### config.mk
export PLATFORM = sky130hd
export DESIGN_NAME = ias_seq
export DESIGN_NICKNAME = d
export VERILOG_FILES = /design/src/logic/ias_regfile.v /design/src/logic/ias_seq.v
export VERILOG_INCLUDE_DIRS = /design/src /design/src/logic
export SDC_FILE = /design/constraint.sdc
export NUM_CORES = 1
export LEC_CHECK = 0
export BUFFER_PORTS_ARGS = -buffer_cell sky130_fd_sc_hd__buf_2
export CAP_MARGIN = 0
export CORE_MARGIN = 5
export CORE_UTILIZATION = 58
export CTS_CLUSTER_DIAMETER = 60
export CTS_CLUSTER_SIZE = 10
export DETAILED_ROUTE_END_ITERATION = 16
export PLACE_DENSITY = 0.83
export SYNTH_ARGS = -nofsm -noshare
export SYNTH_HDL_FRONTEND = slang
export SYNTH_SLANG_ARGS = --single-unit
### constraint.sdc
create_clock -name core_clk -period 24.6 [get_ports core_clk]
set_input_delay 0 -clock core_clk [delete_from_list [all_inputs] [get_ports core_clk]]
set_output_delay 0 -clock core_clk [all_outputs]
set_load 0.1 [all_outputs]
### src/logic/ias_consts.vh
// Constants for the imaging front-end multiplexer sequencer
`ifndef IAS_CONSTS_VH
`define IAS_CONSTS_VH

// Register indices; byte address is four times the index
`define IAS_IDX_CONFIG    3'h0
`define IAS_IDX_MUXCFG    3'h1
`define IAS_IDX_RED_GAIN  3'h2
`define IAS_IDX_GRN_GAIN  3'h3
`define IAS_IDX_BLU_GAIN  3'h4
`define IAS_IDX_RED_OFS   3'h5
`define IAS_IDX_GRN_OFS   3'h6
`define IAS_IDX_BLU_OFS   3'h7
`define IAS_IDX_STATUS    6'h08
`define IAS_NUM_REGS      6'h08

// Register widths
`define IAS_REG_W         9
`define IAS_DATA_W        16

// Reset values
`define IAS_RST_CONFIG    9'h0f8
`define IAS_RST_MUXCFG    9'h0c0
`define IAS_RST_OTHER     9'h000

// Configuration register fields
`define IAS_CFG_THREE_CH  5
`define IAS_CFG_CDS       4
`define IAS_CFG_PWRDN     2

// Multiplexer register fields
`define IAS_MUX_ORDER     7
`define IAS_MUX_RED       6
`define IAS_MUX_GREEN     5
`define IAS_MUX_BLUE      4

// Channel identifiers
`define IAS_CH_RED        2'h0
`define IAS_CH_GREEN      2'h1
`define IAS_CH_BLUE       2'h2

// Output latency in converter clock cycles
`define IAS_LATENCY       3

`endif

### src/logic/ias_regfile.v
// Register storage for configuration, multiplexer, gain and offset words
`timescale 1ns/10ps
`include "ias_consts.vh"

module ias_regfile
(
   // Clock and reset
   input  wire                  clk,
   input  wire                  rst_n,
   // Write port
   input  wire                  wr_en,
   input  wire [2:0]            wr_idx,
   input  wire [`IAS_REG_W-1:0] wr_data,
   // Registered read port
   input  wire [2:0]            rd_idx,
   output reg  [`IAS_REG_W-1:0] rd_data_q,
   // Direct views that steer the sequencer
   output wire [`IAS_REG_W-1:0] config_word,
   output wire [`IAS_REG_W-1:0] mux_word
);

   reg [`IAS_REG_W-1:0] mem_q [0:7];

   genvar g;
   generate
      for (g = 0; g < 8; g = g + 1)
      begin : g_word
         always @(posedge clk or negedge rst_n)
         begin
            if (!rst_n)
            begin
               if (g == 0)
                  mem_q[g] <= `IAS_RST_CONFIG;
               else if (g == 1)
                  mem_q[g] <= `IAS_RST_MUXCFG;
               else
                  mem_q[g] <= `IAS_RST_OTHER;
            end
            else if (wr_en && (wr_idx == g))
               mem_q[g] <= wr_data;
         end
      end
   endgenerate

   always @(posedge clk or negedge rst_n)
   begin
      if (!rst_n)
         rd_data_q <= `IAS_RST_OTHER;
      else
         rd_data_q <= mem_q[rd_idx];
   end

   assign config_word = mem_q[`IAS_IDX_CONFIG];
   assign mux_word    = mem_q[`IAS_IDX_MUXCFG];

endmodule

### src/logic/ias_seq.v
// Multiplexer sequencer and mode control for a three-channel imaging front end
`timescale 1ns/10ps
`include "ias_consts.vh"

module ias_seq
(
   // Clock and reset
   input  wire        core_clk,
   input  wire        rst_n,
   // APB slave
   input  wire [7:0]  paddr,
   input  wire        psel,
   input  wire        penable,
   input  wire        pwrite,
   input  wire [31:0] pwdata,
   output wire [31:0] prdata,
   output wire        pready,
   output wire        pslverr,
   // Sampling and converter clock pins
   input  wire        reference_sample_clock,
   input  wire        pixel_sample_clock,
   input  wire        converter_clock,
   // Digitised channel levels
   input  wire [15:0] red_level,
   input  wire [15:0] green_level,
   input  wire [15:0] blue_level,
   // Sequencer outputs
   output wire [2:0]  gain_stage_select,
   output wire        sample_strobe,
   output wire [15:0] conv_data,
   output wire [1:0]  conv_channel,
   output wire        conv_valid,
   output wire        clamp_enable,
   output wire        cds_active
);

   localparam [3:0] S_IDLE = 4'b0001;
   localparam [3:0] S_P0   = 4'b0010;
   localparam [3:0] S_P1   = 4'b0100;
   localparam [3:0] S_P2   = 4'b1000;

   // Address decode: bit 4 valid, bit 3 status, bits 2:0 index
   function [4:0] map_addr;
      input [7:0] a;
      begin
         if (a[1:0] != 2'h0)
            map_addr = 5'h00;
         else if (a[7:2] < `IAS_NUM_REGS)
            map_addr = {2'b10, a[4:2]};
         else if (a[7:2] == `IAS_IDX_STATUS)
            map_addr = 5'h18;
         else
            map_addr = 5'h00;
      end
   endfunction

   function [2:0] one_hot_ch;
      input [1:0] ch;
      begin
         if (ch == `IAS_CH_RED)
            one_hot_ch = 3'h4;
         else if (ch == `IAS_CH_GREEN)
            one_hot_ch = 3'h2;
         else
            one_hot_ch = 3'h1;
      end
   endfunction

   // Reset release
   reg rst_s1_q;
   reg rst_s2_q;
   always @(posedge core_clk or negedge rst_n)
   begin
      if (!rst_n)
      begin
         rst_s1_q <= 1'b0;
         rst_s2_q <= 1'b0;
      end
      else
      begin
         rst_s1_q <= 1'b1;
         rst_s2_q <= rst_s1_q;
      end
   end
   wire rst_i_n = rst_s2_q;

   // Pin synchronisers; third stage only for edge detection
   wire [50:0] pin_in = {reference_sample_clock, pixel_sample_clock,
                         converter_clock, red_level, green_level,
                         blue_level};
   reg  [50:0] pin_s1_q;
   reg  [50:0] pin_s2_q;
   reg  [2:0]  clk_s3_q;
   always @(posedge core_clk or negedge rst_i_n)
   begin
      if (!rst_i_n)
      begin
         pin_s1_q <= 51'h0;
         pin_s2_q <= 51'h0;
         clk_s3_q <= 3'h0;
      end
      else
      begin
         pin_s1_q <= pin_in;
         pin_s2_q <= pin_s1_q;
         clk_s3_q <= pin_s2_q[50:48];
      end
   end

   wire ref_fall  = !pin_s2_q[50] &&  clk_s3_q[2];
   wire pix_rise  =  pin_s2_q[49] && !clk_s3_q[1];
   wire pix_fall  = !pin_s2_q[49] &&  clk_s3_q[1];
   wire conv_rise =  pin_s2_q[48] && !clk_s3_q[0];
   wire conv_fall = !pin_s2_q[48] &&  clk_s3_q[0];
   wire [15:0] lvl [0:2];
   assign lvl[0] = pin_s2_q[47:32];
   assign lvl[1] = pin_s2_q[31:16];
   assign lvl[2] = pin_s2_q[15:0];

   // APB slave: one wait cycle, then pready
   reg         pready_q;
   reg         pslverr_q;
   reg  [31:0] prdata_q;
   wire [4:0]  dec       = map_addr(paddr);
   wire        apb_done  = psel && penable && pready_q;
   wire        reg_wr    = apb_done && pwrite && dec[4] && !dec[3];
   wire [8:0]  rd_word;
   wire [8:0]  cfg_word;
   wire [8:0]  mux_word;
   reg  [3:0]  state_q;
   reg  [1:0]  count_q;
   reg         cds_q;

   ias_regfile u_regs
   (
      .clk         (core_clk),
      .rst_n       (rst_i_n),
      .wr_en       (reg_wr),
      .wr_idx      (dec[2:0]),
      .wr_data     (pwdata[8:0]),
      .rd_idx      (dec[2:0]),
      .rd_data_q   (rd_word),
      .config_word (cfg_word),
      .mux_word    (mux_word)
   );

   always @(posedge core_clk or negedge rst_i_n)
   begin
      if (!rst_i_n)
      begin
         pready_q  <= 1'b0;
         pslverr_q <= 1'b0;
         prdata_q  <= 32'h0;
      end
      else
      begin
         pready_q  <= psel && penable && !pready_q;
         pslverr_q <= psel && penable && !pready_q && !dec[4];
         if (psel && penable && !pready_q)
         begin
            if (dec[4] && dec[3])
               prdata_q <= {25'h0, cds_q, count_q, state_q};
            else if (dec[4])
               prdata_q <= {23'h0, rd_word};
            else
               prdata_q <= 32'h0;
         end
      end
   end

   // Channel order worked out from the live register contents
   wire       sel_r = mux_word[`IAS_MUX_RED];
   wire       sel_g = mux_word[`IAS_MUX_GREEN];
   wire       sel_b = mux_word[`IAS_MUX_BLUE];
   wire       ord   = mux_word[`IAS_MUX_ORDER];
   wire [1:0] nsel  = {1'b0, sel_r} + {1'b0, sel_g} + {1'b0, sel_b};
   // Three set bits with the mode bit clear is treated as three channels
   wire       three = cfg_word[`IAS_CFG_THREE_CH] || (nsel == 2'h3);
   wire [1:0] cnt   = three ? 2'h3 : nsel;
   wire [1:0] asc0  = three ? `IAS_CH_RED :
                      sel_r ? `IAS_CH_RED :
                      sel_g ? `IAS_CH_GREEN : `IAS_CH_BLUE;
   wire [1:0] asc1  = three ? `IAS_CH_GREEN :
                      sel_b ? `IAS_CH_BLUE : `IAS_CH_GREEN;
   wire [1:0] asc2  = `IAS_CH_BLUE;
   wire [1:0] new0  = ord ? asc0 :
                      (cnt == 2'h3) ? asc2 :
                      (cnt == 2'h2) ? asc1 : asc0;
   wire [1:0] new1  = (ord || (cnt == 2'h3)) ? asc1 : asc0;
   wire [1:0] new2  = ord ? asc2 : asc0;

   reg  [1:0] slot_q [0:2];
   reg  [2:0] active_q;

   // Settings latched at each pixel clock rise
   always @(posedge core_clk or negedge rst_i_n)
   begin
      if (!rst_i_n)
      begin
         slot_q[0] <= `IAS_CH_RED;
         slot_q[1] <= `IAS_CH_GREEN;
         slot_q[2] <= `IAS_CH_BLUE;
         count_q   <= 2'h3;
         cds_q     <= 1'b1;
         active_q  <= 3'h7;
      end
      else if (pix_rise)
      begin
         slot_q[0] <= new0;
         slot_q[1] <= new1;
         slot_q[2] <= new2;
         count_q   <= cnt;
         cds_q     <= cfg_word[`IAS_CFG_CDS];
         active_q  <= three ? 3'h7 : {sel_b, sel_g, sel_r};
      end
   end

   // Sequencer; a pixel clock rise takes priority over a converter rise
   reg [3:0] state_d;
   always @*
   begin
      state_d = state_q;
      if (pix_rise)
         state_d = S_IDLE;
      else if (conv_rise)
      begin
         case (state_q)
            S_IDLE:  state_d = (count_q != 2'h0) ? S_P0 : S_IDLE;
            S_P0:    state_d = (count_q > 2'h1) ? S_P1 : S_P0;
            S_P1:    state_d = (count_q > 2'h2) ? S_P2 : S_P0;
            S_P2:    state_d = S_P0;
            default: state_d = S_IDLE;
         endcase
      end
   end

   reg [1:0] cur_ch;
   always @*
   begin
      cur_ch = slot_q[0];
      if (state_q == S_P1)
         cur_ch = slot_q[1];
      else if (state_q == S_P2)
         cur_ch = slot_q[2];
   end

   reg [2:0] sel_q;
   always @(posedge core_clk or negedge rst_i_n)
   begin
      if (!rst_i_n)
      begin
         state_q <= S_IDLE;
         sel_q   <= 3'h0;
      end
      else
      begin
         state_q <= state_d;
         sel_q   <= 3'h0;
         if (state_d == S_P0)
            sel_q <= one_hot_ch(slot_q[0]);
         else if (state_d == S_P1)
            sel_q <= one_hot_ch(slot_q[1]);
         else if (state_d == S_P2)
            sel_q <= one_hot_ch(slot_q[2]);
      end
   end

   // Per-channel sample and hold; sample-hold takes zero as reference
   reg [15:0] ref_q  [0:2];
   reg [15:0] held_q [0:2];
   genvar c;
   generate
      for (c = 0; c < 3; c = c + 1)
      begin : g_chan
         always @(posedge core_clk or negedge rst_i_n)
         begin
            if (!rst_i_n)
            begin
               ref_q[c]  <= 16'h0;
               held_q[c] <= 16'h0;
            end
            else
            begin
               if (ref_fall && cds_q && active_q[c])
                  ref_q[c] <= lvl[c];
               if (pix_fall && active_q[c])
                  held_q[c] <= cds_q ? lvl[c] - ref_q[c] : lvl[c];
            end
         end
      end
   endgenerate

   // Conversion pipeline stepped by converter falling edges
   reg [15:0] pipe_d_q [0:`IAS_LATENCY-1];
   reg [1:0]  pipe_c_q [0:`IAS_LATENCY-1];
   reg        pipe_v_q [0:`IAS_LATENCY-1];
   wire       take = conv_fall && (state_q != S_IDLE);
   generate
      for (c = 0; c < `IAS_LATENCY; c = c + 1)
      begin : g_pipe
         always @(posedge core_clk or negedge rst_i_n)
         begin
            if (!rst_i_n)
            begin
               pipe_d_q[c] <= 16'h0;
               pipe_c_q[c] <= 2'h0;
               pipe_v_q[c] <= 1'b0;
            end
            else if (conv_fall)
            begin
               if (c == 0)
               begin
                  pipe_d_q[c] <= held_q[cur_ch];
                  pipe_c_q[c] <= cur_ch;
                  pipe_v_q[c] <= take;
               end
               else
               begin
                  pipe_d_q[c] <= pipe_d_q[c-1];
                  pipe_c_q[c] <= pipe_c_q[c-1];
                  pipe_v_q[c] <= pipe_v_q[c-1];
               end
            end
         end
      end
   endgenerate

   reg [15:0] out_d_q;
   reg [1:0]  out_c_q;
   reg        out_v_q;
   reg        strobe_q;
   reg        clamp_q;
   always @(posedge core_clk or negedge rst_i_n)
   begin
      if (!rst_i_n)
      begin
         out_d_q  <= 16'h0;
         out_c_q  <= 2'h0;
         out_v_q  <= 1'b0;
         strobe_q <= 1'b0;
         clamp_q  <= 1'b0;
      end
      else
      begin
         strobe_q <= take;
         // Follow the mode in the same cycle; the clamp lags it only for one cycle out of reset, as it resets low
         clamp_q  <= pix_rise ? cfg_word[`IAS_CFG_CDS] : cds_q;
         if (conv_fall)
         begin
            out_d_q <= pipe_d_q[`IAS_LATENCY-1];
            out_c_q <= pipe_c_q[`IAS_LATENCY-1];
            out_v_q <= pipe_v_q[`IAS_LATENCY-1];
         end
      end
   end

   assign prdata            = prdata_q;
   assign pready            = pready_q;
   assign pslverr           = pslverr_q;
   assign gain_stage_select = sel_q;
   assign sample_strobe     = strobe_q;
   assign conv_data         = out_d_q;
   assign conv_channel      = out_c_q;
   assign conv_valid        = out_v_q;
   assign clamp_enable      = clamp_q;
   assign cds_active        = cds_q;

endmodule

==> metrics.md <==
| Metric | Value |
|---|---|
| Clock Sinks | 392 |
| Maximum VDD drop | 0.0000562 V |
| Post-Route Setup TNS | 0 ns |
| Layout cells sized above 1 | 0.231 |
| Worst path bufs/invs | 1 |
| Iter 0 DRT Violations | 926 |
| EDFF count, synth | 0 |
| GR Overflow Total | 0 |
| N_diodes | 0 |
| Worst Setup Start Kind | register |
| Initial Util | 0.590 |
| Row count | 63 |
| Nets | 1814 |
| RePlAce Congestion | 0.896 |
| First-pass GRT wire length | 61.0 mm |
| Via density | 5.69 |
| Clk pwr share | 0.356 |
| Cell area power density | 82.8 nW/um2 |
| Mean post-synth cell area | 11.6 um2 |
| 1st-pass router iterations | 5 |
| Ys Warns | 0 |
| Critical Path Max Stage Delay | 1.19 ns |
| Logic pwr share | 0.185 |
| CP max FO | 46 |
| Leak | 9.49 nW |
| P_int | 1.17 mW |
| Sequential fraction of the synthesis area | 0.561 |
| CP top delay family | flip-flops |
| Switching Share | 0.302 |
| Final Hold Viols | 0 |
| Register area | 9830 um2 |
| Post-CTS setup buffer count | 0 |
| Finished Layout Cells | 2084 |
| Vias in the first global route | 12027 |
| Post-route ant nets | 0 |
| Flops & latches, synth | 392 |
| CTS tree | yes |
| Final setup fails | 0 |
| Fmax | 284 MHz |
| IO Pins | 155 |
| Final Cell Area | 20200 um2 |
| DR WL/cell | 17.6 um |
| IO Port Bufs | 108 |
| Min setup slack post-route | 21.08 ns |
| Main synth FF type | dfrtp_1 |
| WP data required | 25.02 ns |
| Unique masters post-synth | 80 |
| CP max stage cell | dfstp_2 |
| Chip width | 184 um |
| Die H | 184 um |
| Placed instance area | 18300 um2 |
| Pin count of the biggest net entering global routing | 193 |
| Worst relative slew slack | 0.282 |
| Max_cap viols | 0 |
| WP data arrival | 3.94 ns |
| Synth Cell Area | 17500 um2 |
| Async SR Flop Fraction | 1.00 |
| Clk slew on worst S/H paths | 0.06 ns |
| Reg power frac | 0.459 |
| H-tree Lvls | 2 |
| Layout-stage area growth over the synthesis result | 15.1% |
| GRT Total Usage | 0.219 |
| Core region area | 29700 um2 |
| Hold Buf Count CTS | 63 |
| RSZ-0062 raised after global routing | no |
| Die area | 33800 um2 |
| Worst-margin pin slew | 1.07 ns |
| Clock Tree Root | clkbuf_16 |
| CTS resizes | 0 |
| Crit Path Class | reg2reg |
| Post-DP HPWL | 23.5 mm |
| Clock Latency Late Sink | 0.55 ns |
| Slew Viols, Final | 0 |
| Mapped Cells | 1507 |
| Drc violations | 0 |
| Worst hold path type | in2reg |
| # fillers | 2074 |
| Via count | 11856 |
| Setup slack at placement | 21.12 ns |
| Tmin final | 3.53 ns |
| Final period util | 0.143 |
| Worst-path cell chain | inv_2 > nor3b_1 > nand2_1 > mux2_2 |
| CTS Buf Count | 45 |
| Routed Wire Length | 36.6 mm |
| DP Cell Count | 1949 |
| Setup crit end kind | register |
| Clk_skew | 0.0172 ns |
| Clock Tree Buf Depth | 3 |
| Area taken by multi-input logic gates | 7080 um2 |
| Initial antenna violation count | 1 |
| Status | finished clean |
| Psw | 0.504 mW |
Yosys cell counts, drive strengths merged (6+ instances only):
| library cell | n | share of area |
|---|---|---|
| nor2 | 96 | 0.021 |
| inv | 67 | 0.014 |
| nor3b | 9 | 0.0039 |
| a22oi | 8 | 0.0034 |
| dfrtp | 376 | 0.54 |
| dfstp | 16 | 0.024 |
| nor3 | 15 | 0.0049 |
| o21bai | 7 | 0.0030 |
| mux2 | 192 | 0.12 |
| a21o | 11 | 0.0047 |
| a21oi | 113 | 0.032 |
| xor2 | 11 | 0.0055 |
| nor2b | 11 | 0.0039 |
| nand2 | 118 | 0.026 |
| ha | 45 | 0.032 |
| nand2b | 17 | 0.0061 |
| o211ai | 6 | 0.0026 |
| o21ai | 102 | 0.029 |
| xnor2 | 25 | 0.012 |
| a221oi | 12 | 0.0060 |
| nand3 | 18 | 0.0057 |
| buf | 40 | 0.016 |
| mux2i | 37 | 0.021 |
| o21a | 13 | 0.0056 |
| clkbuf | 45 | 0.010 |
| a211oi | 12 | 0.0051 |
| and3 | 10 | 0.0036 |
stage by stage:
step	power, mW	util	hold slack [ns]
after detailed placement	1.08	0.614	-0.211
final	1.67	0.679	0.0879
after CTS	1.68	0.679	0.0675
after floorplan	1.01	-	-0.296
after global routing	1.74	0.679	0.0743
after global placement	1.06	0.614	-0.214
layer usage:
metal / up-vias / GRT usage / wire length (um) / share of wire
met4: 2 / 0.0745 / 1070 / 0.029
met5: - / 0 / 8 / 0.00022
met1: 5830 / 0.303 / 15800 / 0.43
met3: 95 / 0.0346 / 2170 / 0.059
met2: 368 / 0.358 / 17600 / 0.48
li1: 5561 / - / - / -
power by group through the flow:
stage	clock network, mW	registers (mW)	logic, mW
floorplan	0	0.860	0.151
global placement	0	0.772	0.291
CTS	0.604	0.767	0.310
global route	0.634	0.776	0.334
detailed placement	0	0.777	0.299
finish	0.595	0.767	0.310
path summary, 6_finish.rpt:
kind | from | endpoint | slack (ns) | cells after the start
setup / recovery | cds_active | ref_q[10] | 21.08 | 4
hold / removal | blue_level[4] | pin_s1_q[4] | 0.09 | 2
setup reg to reg | cds_active | ref_q[10] | 21.08 | 4
hold reg to reg | pin_s1_q[46] | pin_s2_q[46] | 0.34 | 0
max in group asynchronous | rst_i_n | held_q[4] | 21.82 | 2
min in group asynchronous | rst_n | rst_i_n | 0.31 | 3
logic make-up (layout without fill, tap and decap cells):
group / Yosys count / after routing / share of synthesized area
DFF: 392 / 392 / 0.561
other: 2 / 24 / 0.000428
adders and majority gates: 49 / 49 / 0.0367
and+or+nand+nor: 326 / 326 / 0.0893
AOI/OAI and AO/OA: 321 / 321 / 0.110
muxes: 229 / 229 / 0.144
buffers and inverters: 152 / 317 / 0.0411
xor gates and xnor gates: 36 / 36 / 0.0180
flip-flops by register name (all words and copies together) (netlist names), 2 cells and up:
signal,cells
pipe_d_q,48
pin_s2_q,51
pipe_c_q,6
pipe_v_q,3
count_q,2
ref_q,48
slot_q,6
state_q,4
prdata,9
held_q,48
u_regs.config_word,9
u_regs.mux_word,9
conv_data,16
conv_channel,2
u_regs.mem_q,54
clk_s3_q,3
pin_s1_q,51
active_q,3
gain_stage_select,3
u_regs.rd_data_q,9
layout make-up:
type	count	area share
sequential	392	0.487
multi-input combinational	985	0.351
timing repair buffer	178	0.0612
clock buffer	68	0.0606
tap	390	0.0242
inverter	67	0.0125
clock inverter	4	0.00353
layout by cell type (no fill, tap or decap), drive strengths merged, types with 9 or more instances in the layout:
master       Yosys  layout
dfrtp          376     376
mux2           192     192
nand2          118     118
buf             40     115
a21oi          113     113
o21ai          102     102
nor2            96      96
inv             67      68
clkbuf          45      68
dlygate4sd3      0      63
ha              45      45
mux2i           37      37
xnor2           25      25
conb             2      24
nand3           18      18
nand2b          17      17
dfstp           16      16
nor3            15      15
o21a            13      13
a221oi          12      12
a211oi          12      12
nor2b           11      11
a21o            11      11
xor2            11      11
and3            10      10
nor3b            9       9
No activity file was read; power rests on OpenSTA's default activity.
